===== src/inc/idfw_pkg.sv =====
/*
 * constants for the identification feature words slice (words 76 to 84):
 * word indices, rom addressing, bit positions and the fixed word values.
 * assumes the surrounding data port hands in a word index and a read strobe.
 */
// How it works
// - words 76 to 79 read as 0000h, reserved for the serial variant
// - major version bits 4-7 flag revisions 4-7; other bits reserved or obsolete
// - 0000h or FFFFh in words 80/81 means no version; both read 0000h
// - minor values 0001h to FFFEh count as a defined revision code
// - word 82 reads 7028h
// - word 82 bits flag NOP, buffers, protected area, reset, interrupts, caches, power
// - word 82 bit 4 always reads zero: packet feature set unsupported
// - words 83 and 84 read bit 15 zero and bit 14 one
// - word 83 reads 500Ch
// - word 83 bits flag flush, overlay, 48-bit, acoustic, power, queued, microcode
// - word 84 reads 4000h, only the validity bit set
// - word 84 bits flag unload, streaming, name, logging, pass-through, self-test
package idfw_pkg;

    // word indices of the slice
    localparam logic [7:0] IDX_FIRST = 8'h4c; // word 76
    localparam logic [7:0] IDX_RSV_LAST = 8'h4f; // word 79
    localparam logic [7:0] IDX_MAJOR = 8'h50; // word 80
    localparam logic [7:0] IDX_MINOR = 8'h51; // word 81
    localparam logic [7:0] IDX_CMD1 = 8'h52; // word 82
    localparam logic [7:0] IDX_CMD2 = 8'h53; // word 83
    localparam logic [7:0] IDX_EXT = 8'h54; // word 84
    localparam logic [7:0] IDX_LAST = 8'h54;

    // rom geometry
    localparam int ROM_WORDS = 9;
    localparam int ADDR_W = 4;
    localparam int DATA_W = 16;

    // rom addresses of the non-reserved words (index minus word 76)
    localparam logic [ADDR_W-1:0] ADR_MAJOR = 4'h4;
    localparam logic [ADDR_W-1:0] ADR_MINOR = 4'h5;
    localparam logic [ADDR_W-1:0] ADR_CMD1 = 4'h6;
    localparam logic [ADDR_W-1:0] ADR_CMD2 = 4'h7;
    localparam logic [ADDR_W-1:0] ADR_EXT = 4'h8;

    // version word meanings
    localparam logic [15:0] VER_NONE_ZERO = 16'h0000;
    localparam logic [15:0] VER_NONE_ONES = 16'hffff;
    localparam int MAJ_REV_LO = 4; // bit of the lowest flagged revision
    localparam int MAJ_REV_HI = 7; // bit of the highest flagged revision

    // word 82 bit positions
    localparam int C1_NOP = 14;
    localparam int C1_RD_BUF = 13;
    localparam int C1_WR_BUF = 12;
    localparam int C1_HPA = 10;
    localparam int C1_DEV_RST = 9;
    localparam int C1_SVC_IRQ = 8;
    localparam int C1_REL_IRQ = 7;
    localparam int C1_LOOKAHEAD = 6;
    localparam int C1_WCACHE = 5;
    localparam int C1_PACKET = 4;
    localparam int C1_PWR_MGMT = 3;
    localparam int C1_REMOVABLE = 2;
    localparam int C1_SECURITY = 1;
    localparam int C1_SMART = 0;

    // word 83 / 84 validity signature positions
    localparam int SIG_ZERO_BIT = 15;
    localparam int SIG_ONE_BIT = 14;

    // word 83 bit positions
    localparam int C2_FLUSH_EXT = 13;
    localparam int C2_FLUSH = 12;
    localparam int C2_OVERLAY = 11;
    localparam int C2_ADDR48 = 10;
    localparam int C2_ACOUSTIC = 9;
    localparam int C2_SETMAX_SEC = 8;
    localparam int C2_SPINUP_REQ = 6;
    localparam int C2_PUIS = 5;
    localparam int C2_RMSN = 4;
    localparam int C2_APM = 3;
    localparam int C2_CFA = 2;
    localparam int C2_QUEUED = 1;
    localparam int C2_MICROCODE = 0;

    // word 84 bit positions
    localparam int EX_UNLOAD = 13;
    localparam int EX_URG_WR = 10;
    localparam int EX_URG_RD = 9;
    localparam int EX_WWN64 = 8;
    localparam int EX_FUA_Q = 7;
    localparam int EX_FUA = 6;
    localparam int EX_GPL = 5;
    localparam int EX_STREAM = 4;
    localparam int EX_PASSTHRU = 3;
    localparam int EX_MSN = 2;
    localparam int EX_SELFTEST = 1;

    // fixed word values
    localparam logic [15:0] VAL_RESERVED = 16'h0000;
    localparam logic [15:0] VAL_MAJOR = 16'h0000;
    localparam logic [15:0] VAL_MINOR = 16'h0000;
    localparam logic [15:0] VAL_CMD1 = 16'h7028; // nop, buffers, write cache, power mgmt
    localparam logic [15:0] VAL_CMD2 = 16'h500c; // signature, flush, apm, cfa
    localparam logic [15:0] VAL_EXT = 16'h4000; // signature only

    // controller states, one-hot
    typedef enum logic [2:0] {
        ST_IDLE = 3'h1,
        ST_FETCH = 3'h2,
        ST_ANSWER = 3'h4
    } idfw_state_t;

endpackage


===== src/hw/idfw_rom.sv =====
/*
 * read-only table holding the nine fixed words of the slice.
 * assumes the caller presents an in-range address with rd_en; data is registered.
 */
module idfw_rom (
    // clock and reset
    input wire logic clk,
    input wire logic rst_n,
    // read port
    input wire logic rd_en,
    input wire logic [idfw_pkg::ADDR_W-1:0] addr,
    output logic [idfw_pkg::DATA_W-1:0] data_q
);

    logic [idfw_pkg::DATA_W-1:0] data_d;

    // constant contents; no write path exists
    always_comb begin
        data_d = data_q;
        if (rd_en) begin
            case (addr)
                idfw_pkg::ADR_MAJOR: data_d = idfw_pkg::VAL_MAJOR;
                idfw_pkg::ADR_MINOR: data_d = idfw_pkg::VAL_MINOR;
                idfw_pkg::ADR_CMD1: data_d = idfw_pkg::VAL_CMD1;
                idfw_pkg::ADR_CMD2: data_d = idfw_pkg::VAL_CMD2;
                idfw_pkg::ADR_EXT: data_d = idfw_pkg::VAL_EXT;
                default: data_d = idfw_pkg::VAL_RESERVED;
            endcase
        end
    end

    // registered read data
    always_ff @(posedge clk) begin
        if (!rst_n) begin
            data_q <= idfw_pkg::VAL_RESERVED;
        end else begin
            data_q <= data_d;
        end
    end

endmodule // idfw_rom


===== src/hw/idfw_top.sv =====
/*
 * identification feature words slice: answers reads of words 76 to 84
 * with fixed values and flags version and feature status of the answer.
 * assumes rd_req, wr_req and word_idx come from logic on the same clock,
 * one-cycle strobes with the index valid alongside.
 */
module idfw_top (
    // clock and reset
    input wire logic clk,
    input wire logic rst_n,
    // read request
    input wire logic rd_req,
    input wire logic [7:0] word_idx,
    // write attempt
    input wire logic wr_req,
    input wire logic [15:0] wr_data,
    // read answer
    output logic rd_ack_q,
    output logic [15:0] rd_data_q,
    output logic rd_hit_q,
    output logic busy_q,
    // write answer
    output logic wr_reject_q,
    // decoded status of the last answer
    output logic ver_reported_q,
    output logic minor_rev_q,
    output logic sig_ok_q,
    output logic [3:0] major_revs_q
);

    // true when the index falls inside this slice
    function automatic logic idfw_in_slice(input logic [7:0] idx);
        idfw_in_slice = (idx >= idfw_pkg::IDX_FIRST) && (idx <= idfw_pkg::IDX_LAST);
    endfunction

    // rom address of an index inside the slice
    function automatic logic [idfw_pkg::ADDR_W-1:0] idfw_to_addr(input logic [7:0] idx);
        logic [7:0] diff;
        diff = idx - idfw_pkg::IDX_FIRST;
        idfw_to_addr = diff[idfw_pkg::ADDR_W-1:0];
    endfunction

    // version word reports nothing when all zeros or all ones
    function automatic logic idfw_ver_none(input logic [15:0] w);
        idfw_ver_none = (w == idfw_pkg::VER_NONE_ZERO) || (w == idfw_pkg::VER_NONE_ONES);
    endfunction

    idfw_pkg::idfw_state_t state_q;
    idfw_pkg::idfw_state_t state_d;
    logic [7:0] idx_q;
    logic [7:0] idx_d;
    logic hit_q;
    logic hit_d;
    logic rom_rd_en;
    logic [15:0] rom_data;
    logic [15:0] word_fixed;
    logic rd_ack_d;
    logic [15:0] rd_data_d;
    logic rd_hit_d;
    logic busy_d;
    logic wr_reject_d;
    logic ver_reported_d;
    logic minor_rev_d;
    logic sig_ok_d;
    logic [3:0] major_revs_d;
    logic take;

    // a read is taken only when idle
    assign take = rd_req && (state_q == idfw_pkg::ST_IDLE);
    assign rom_rd_en = take && idfw_in_slice(word_idx);

    // constant table; its contents never change after reset
    idfw_rom u_rom (
        .clk(clk),
        .rst_n(rst_n),
        .rd_en(rom_rd_en),
        .addr(idfw_to_addr(word_idx)),
        .data_q(rom_data)
    );

    // pin the fixed-meaning bits so the answer holds them whatever the table says
    always_comb begin
        word_fixed = rom_data;
        if (idx_q == idfw_pkg::IDX_CMD1) begin
            word_fixed[idfw_pkg::C1_PACKET] = 1'b0;
        end else if (idx_q == idfw_pkg::IDX_CMD2 || idx_q == idfw_pkg::IDX_EXT) begin
            word_fixed[idfw_pkg::SIG_ZERO_BIT] = 1'b0;
            word_fixed[idfw_pkg::SIG_ONE_BIT] = 1'b1;
        end else if (idx_q <= idfw_pkg::IDX_RSV_LAST) begin
            word_fixed = idfw_pkg::VAL_RESERVED;
        end
    end

    // controller next state
    always_comb begin
        state_d = state_q;
        idx_d = idx_q;
        hit_d = hit_q;
        case (state_q)
            idfw_pkg::ST_IDLE: begin
                if (rd_req) begin
                    idx_d = word_idx;
                    hit_d = idfw_in_slice(word_idx);
                    state_d = idfw_pkg::ST_FETCH;
                end
            end
            idfw_pkg::ST_FETCH: begin
                state_d = idfw_pkg::ST_ANSWER;
            end
            idfw_pkg::ST_ANSWER: begin
                state_d = idfw_pkg::ST_IDLE;
            end
            default: begin
                state_d = idfw_pkg::ST_IDLE;
            end
        endcase
    end

    // controller registers
    always_ff @(posedge clk) begin
        if (!rst_n) begin
            state_q <= idfw_pkg::ST_IDLE;
            idx_q <= idfw_pkg::IDX_FIRST;
            hit_q <= 1'b0;
        end else begin
            state_q <= state_d;
            idx_q <= idx_d;
            hit_q <= hit_d;
        end
    end

    // answer and status next values
    always_comb begin
        rd_ack_d = 1'b0;
        rd_data_d = rd_data_q;
        rd_hit_d = rd_hit_q;
        ver_reported_d = ver_reported_q;
        minor_rev_d = minor_rev_q;
        sig_ok_d = sig_ok_q;
        major_revs_d = major_revs_q;
        busy_d = (state_d != idfw_pkg::ST_IDLE);
        // writes land on constants, so they are refused and store nothing
        wr_reject_d = wr_req;
        if (state_q == idfw_pkg::ST_FETCH) begin
            rd_ack_d = 1'b1;
            rd_hit_d = hit_q;
            // outside the slice the answer is zero and no status is decoded
            rd_data_d = hit_q ? word_fixed : idfw_pkg::VAL_RESERVED;
            ver_reported_d = 1'b0;
            minor_rev_d = 1'b0;
            sig_ok_d = 1'b0;
            major_revs_d = 4'h0;
            if (hit_q && idx_q == idfw_pkg::IDX_MAJOR) begin
                ver_reported_d = !idfw_ver_none(word_fixed);
                if (!idfw_ver_none(word_fixed)) begin
                    major_revs_d = word_fixed[idfw_pkg::MAJ_REV_HI:idfw_pkg::MAJ_REV_LO];
                end
            end else if (hit_q && idx_q == idfw_pkg::IDX_MINOR) begin
                ver_reported_d = !idfw_ver_none(word_fixed);
                minor_rev_d = !idfw_ver_none(word_fixed);
            end else if (hit_q && idx_q == idfw_pkg::IDX_CMD1) begin
                // feature word without a signature; always trusted
                sig_ok_d = 1'b1;
            end else if (hit_q && (idx_q == idfw_pkg::IDX_CMD2 || idx_q == idfw_pkg::IDX_EXT)) begin
                sig_ok_d = !word_fixed[idfw_pkg::SIG_ZERO_BIT]
                    && word_fixed[idfw_pkg::SIG_ONE_BIT];
            end
        end
    end

    // answer and status registers
    always_ff @(posedge clk) begin
        if (!rst_n) begin
            rd_ack_q <= 1'b0;
            rd_data_q <= idfw_pkg::VAL_RESERVED;
            rd_hit_q <= 1'b0;
            busy_q <= 1'b0;
            wr_reject_q <= 1'b0;
            ver_reported_q <= 1'b0;
            minor_rev_q <= 1'b0;
            sig_ok_q <= 1'b0;
            major_revs_q <= 4'h0;
        end else begin
            rd_ack_q <= rd_ack_d;
            rd_data_q <= rd_data_d;
            rd_hit_q <= rd_hit_d;
            busy_q <= busy_d;
            wr_reject_q <= wr_reject_d;
            ver_reported_q <= ver_reported_d;
            minor_rev_q <= minor_rev_d;
            sig_ok_q <= sig_ok_d;
            major_revs_q <= major_revs_d;
        end
    end

endmodule // idfw_top


===== config.mk =====
export PLATFORM = sky130hd
export DESIGN_NAME = idfw_top
export DESIGN_NICKNAME = d
export VERILOG_FILES = /design/src/inc/idfw_pkg.sv /design/src/hw/idfw_rom.sv /design/src/hw/idfw_top.sv
export SDC_FILE = /design/constraint.sdc
export NUM_CORES = 1
export LEC_CHECK = 0
export ABC_AREA = 1
export CELL_PAD_IN_SITES_DETAIL_PLACEMENT = 1
export CELL_PAD_IN_SITES_GLOBAL_PLACEMENT = 1
export CORE_ASPECT_RATIO = 2
export CORE_MARGIN = 2
export CORE_UTILIZATION = 44
export DETAILED_ROUTE_END_ITERATION = 7
export DONT_BUFFER_PORTS = 1
export PLACE_DENSITY = 0.91
export SYNTH_ARGS = -nofsm -noshare
export SYNTH_HDL_FRONTEND = slang
export SYNTH_HIERARCHICAL = 1
export SYNTH_SLANG_ARGS = --single-unit

===== constraint.sdc =====
create_clock -name clk -period 1.9 [get_ports clk]
set_input_delay 0.285 -clock clk [delete_from_list [all_inputs] [get_ports clk]]
set_output_delay 0.285 -clock clk [all_outputs]
set_load 0.005 [all_outputs]

==> reports/qor.yml <==
synthesis:
  synth_edf_count: 0
  yosysTopAreaCell: "dfxtp_1"
  synthesis.area_sq_um: 1980
  synth_adder_area_share: 0.0189
  async_reset_ff_frac: 0
  syn_inst: 281
  synth_xor_area_frac: 0
  ys.flop_type: "dfxtp_1"
  ys_ff_latch: 43
  avgSynthCellArea_sq_um: 7.05
  synth.area.mux_share: 0
  synth_top_family_by_area: "simple AND/OR/NAND/NOR gates"
  synth_top_area_share: 0.434
  synth_area_leaders: "dfxtp_1 43%, nand2_1 12%, nor2_1 9.1%"
  synth_compound_area_frac: 0.0972
  synth_seq_area_share: 0.434
  yosysWarnings: 6
  synth_most_common_cell: "nand2_1"
  synth_cell_types: 24
  synth-simple-area-share: 0.327
  synth_commonest_cells: "62 x nand2_1, 48 x nor2_1, 43 x dfxtp_1"
floorplanning:
  start_util: 0.457
  core.rowCount: 34
  fp.dieH_um: 98.9
  fp.dieArea_sq_um: 5090
  core_sq_um: 4340
  die_w_um: 51.5
  ios: 55
cells_and_area:
  final_nets: 311
  drive_gt1_frac: 0.0605
  fin_util: 0.475
  final_cells: 335
  antennaDiodeCount: 0
  area_delta_synth_final_pct: 3.98
  stdcell_area_sq_um: 2060
pwr:
  leakagePower_uw: 0.000892
  internal_power_uw: 1240
  p_seq_frac: 0.555
  p_clk_frac: 0.336
  power-per-cell-area_nw_per_um2: 825
  netSwitchingFraction: 0.272
  ir_drop_mv: 0.460
  pwr-share-comb: 0.109
  p_sw_uw: 463
  power_uw: 1700
sta:
  fin_crit_ps: 1580
  hold_viol_final: 0
  slew_violations: 0
  fin_crit_sh: 0.834
  setup_violations: 0
  tns_ps: 0
  max_freq_mhz: 631
  finClkSkew_ps: 11.0
  grt_setup_unrepaired: "no"
detailed_routing:
  drt_first_pass_iters: 5
  vias: 1730
  drc: 0
  routed_wl_mm: 4.79
  postRouteAntennaNets: 0
  routed_via_density: 5.16
  drt_iter0_drc: 11
  wl_per_cell_um: 14.3
worst_setup_path:
  crit_required_ps: 2140
  cp.arrival_ps: 1820
  cpPeakStageDelay_ps: 320
  cp_num_buf_inv: 2
  endpoint_kind: "register"
  cp_slowest_cell: "dfxtp_1"
  critPathMaxFanout: 10
  worstSetupPathType: "reg2reg"
  path_delay_family: "simple AND/OR/NAND/NOR gates"
  crit_chain: "nor3_1 -> inv_1 -> nor2_1 -> inv_1 -> nor2_1 -> a21oi_1 -> nor2_1"
  path_common_cell: "nor2_1"
  start_kind: "register"
global_routing:
  grt_pass1_wl_mm: 8.31
  grt_start_max_net_pins: 28
  gr-total-overflow: 0
  antenna_found_initial: 0
  grt_usage: 0.215
  first_global_vias: 1897
placement:
  gp_congestion: 0.913
  dp_hpwl_mm: 3.71
  place_area_sq_um: 1980
  port_buffers: 0
  dp.cells: 327
clock_network:
  cts_tree: "built"
  clock_path_buffers: 2
  hold_buffers: 0
  post_cts_buffers: 0
  clockRootBuffer: "clkbuf_8"
  numCtsBuffers: 5
  cts_resized: 0
  clk_latency_ps: 300
  htree_levels: 2
  cts.sinks: 43
  path_clk_slew_ps: 80
run_status:
  status: "finished, final reports clean"
job:
  maxCapViolCount: 0
min_path:
  hp-class: "in2reg"
==> flip-flops by register name, summed over array words and instances, names as in the netlist <==
register / cells
busy_q: 1
rd_hit_q: 1
hit_q: 1
rd_data_q: 16
ver_reported_q: 1
major_revs_q: 4
sig_ok_q: 1
rd_ack_q: 1
u_rom/data_q: 4
idx_q: 8
wr_reject_q: 1
state_q: 3
minor_rev_q: 1
==> power groups by stage <==
stage                     clock (uW)  combinational [uW]  sequential (uW)
final                            572                 186              943
after global placement             0                 168              962
after CTS                        587                 178              943
after detailed placement           0                 175              964
after floorplan                    0                 176              959
after global routing             629                 218              947
==> kinds of logic (layout without fill, tap and decap cells) <==
kind of cell / count (synthesis) / in the layout
and+or+nand+nor: 149 / 149
buffers and inverters: 48 / 39
DFF: 43 / 43
AOI/OAI and AO/OA: 37 / 37
adders and majority gates: 3 / 3
other: 1 / 10
==> layout by cell type, fill, tap and decap left out, drive strengths merged, types with 4 or more instances in the layout <==
cell	n
dfxtp	43
clkbuf	6
inv	27
o21ai	19
conb	10
a21oi	15
nand4	6
nor2	50
buf	4
nand3	25
nand2	64
==> area by class of cell <==
| cell class | instances | area [sq um] |
|---|---|---|
| clock buffer | 6 | 72.6 |
| clock inverter | 2 | 12.5 |
| fill | 608 | 2280 |
| inverter | 27 | 101 |
| multi-input combinational | 199 | 916 |
| sequential | 43 | 861 |
| tap | 54 | 67.6 |
| timing repair buffer | 4 | 30.0 |
==> worst paths after layout <==
| kind | cells after the start | slack (ps) | end | from |
|---|---|---|---|---|
| max | 7 | 320 | rd_data_q[5] | state_q[0] |
| min | 1 | 80 | idx_q[6] | rst_n |
| min reg2reg | 2 | 490 | major_revs_q[2] | major_revs_q[2] |
| max reg2reg | 7 | 320 | rd_data_q[5] | state_q[0] |
==> through the flow <==
| step | setup slack (ps) | hold slack [ps] |
|---|---|---|
| after detailed placement | 311 | 380 |
| after floorplan | 407 | 383 |
| after CTS | 289 | 66.1 |
| after global placement | 390 | 376 |
| final | 316 | 75.9 |
| after global routing | 133 | 76.2 |
==> per-layer routing <==
layer	GRT usage	share of wire
met4	0.126	0.049
met1	0.195	0.35
met5	0	0
met3	0.0424	0.040
met2	0.410	0.56
No activity file was read; power rests on OpenSTA's default activity.
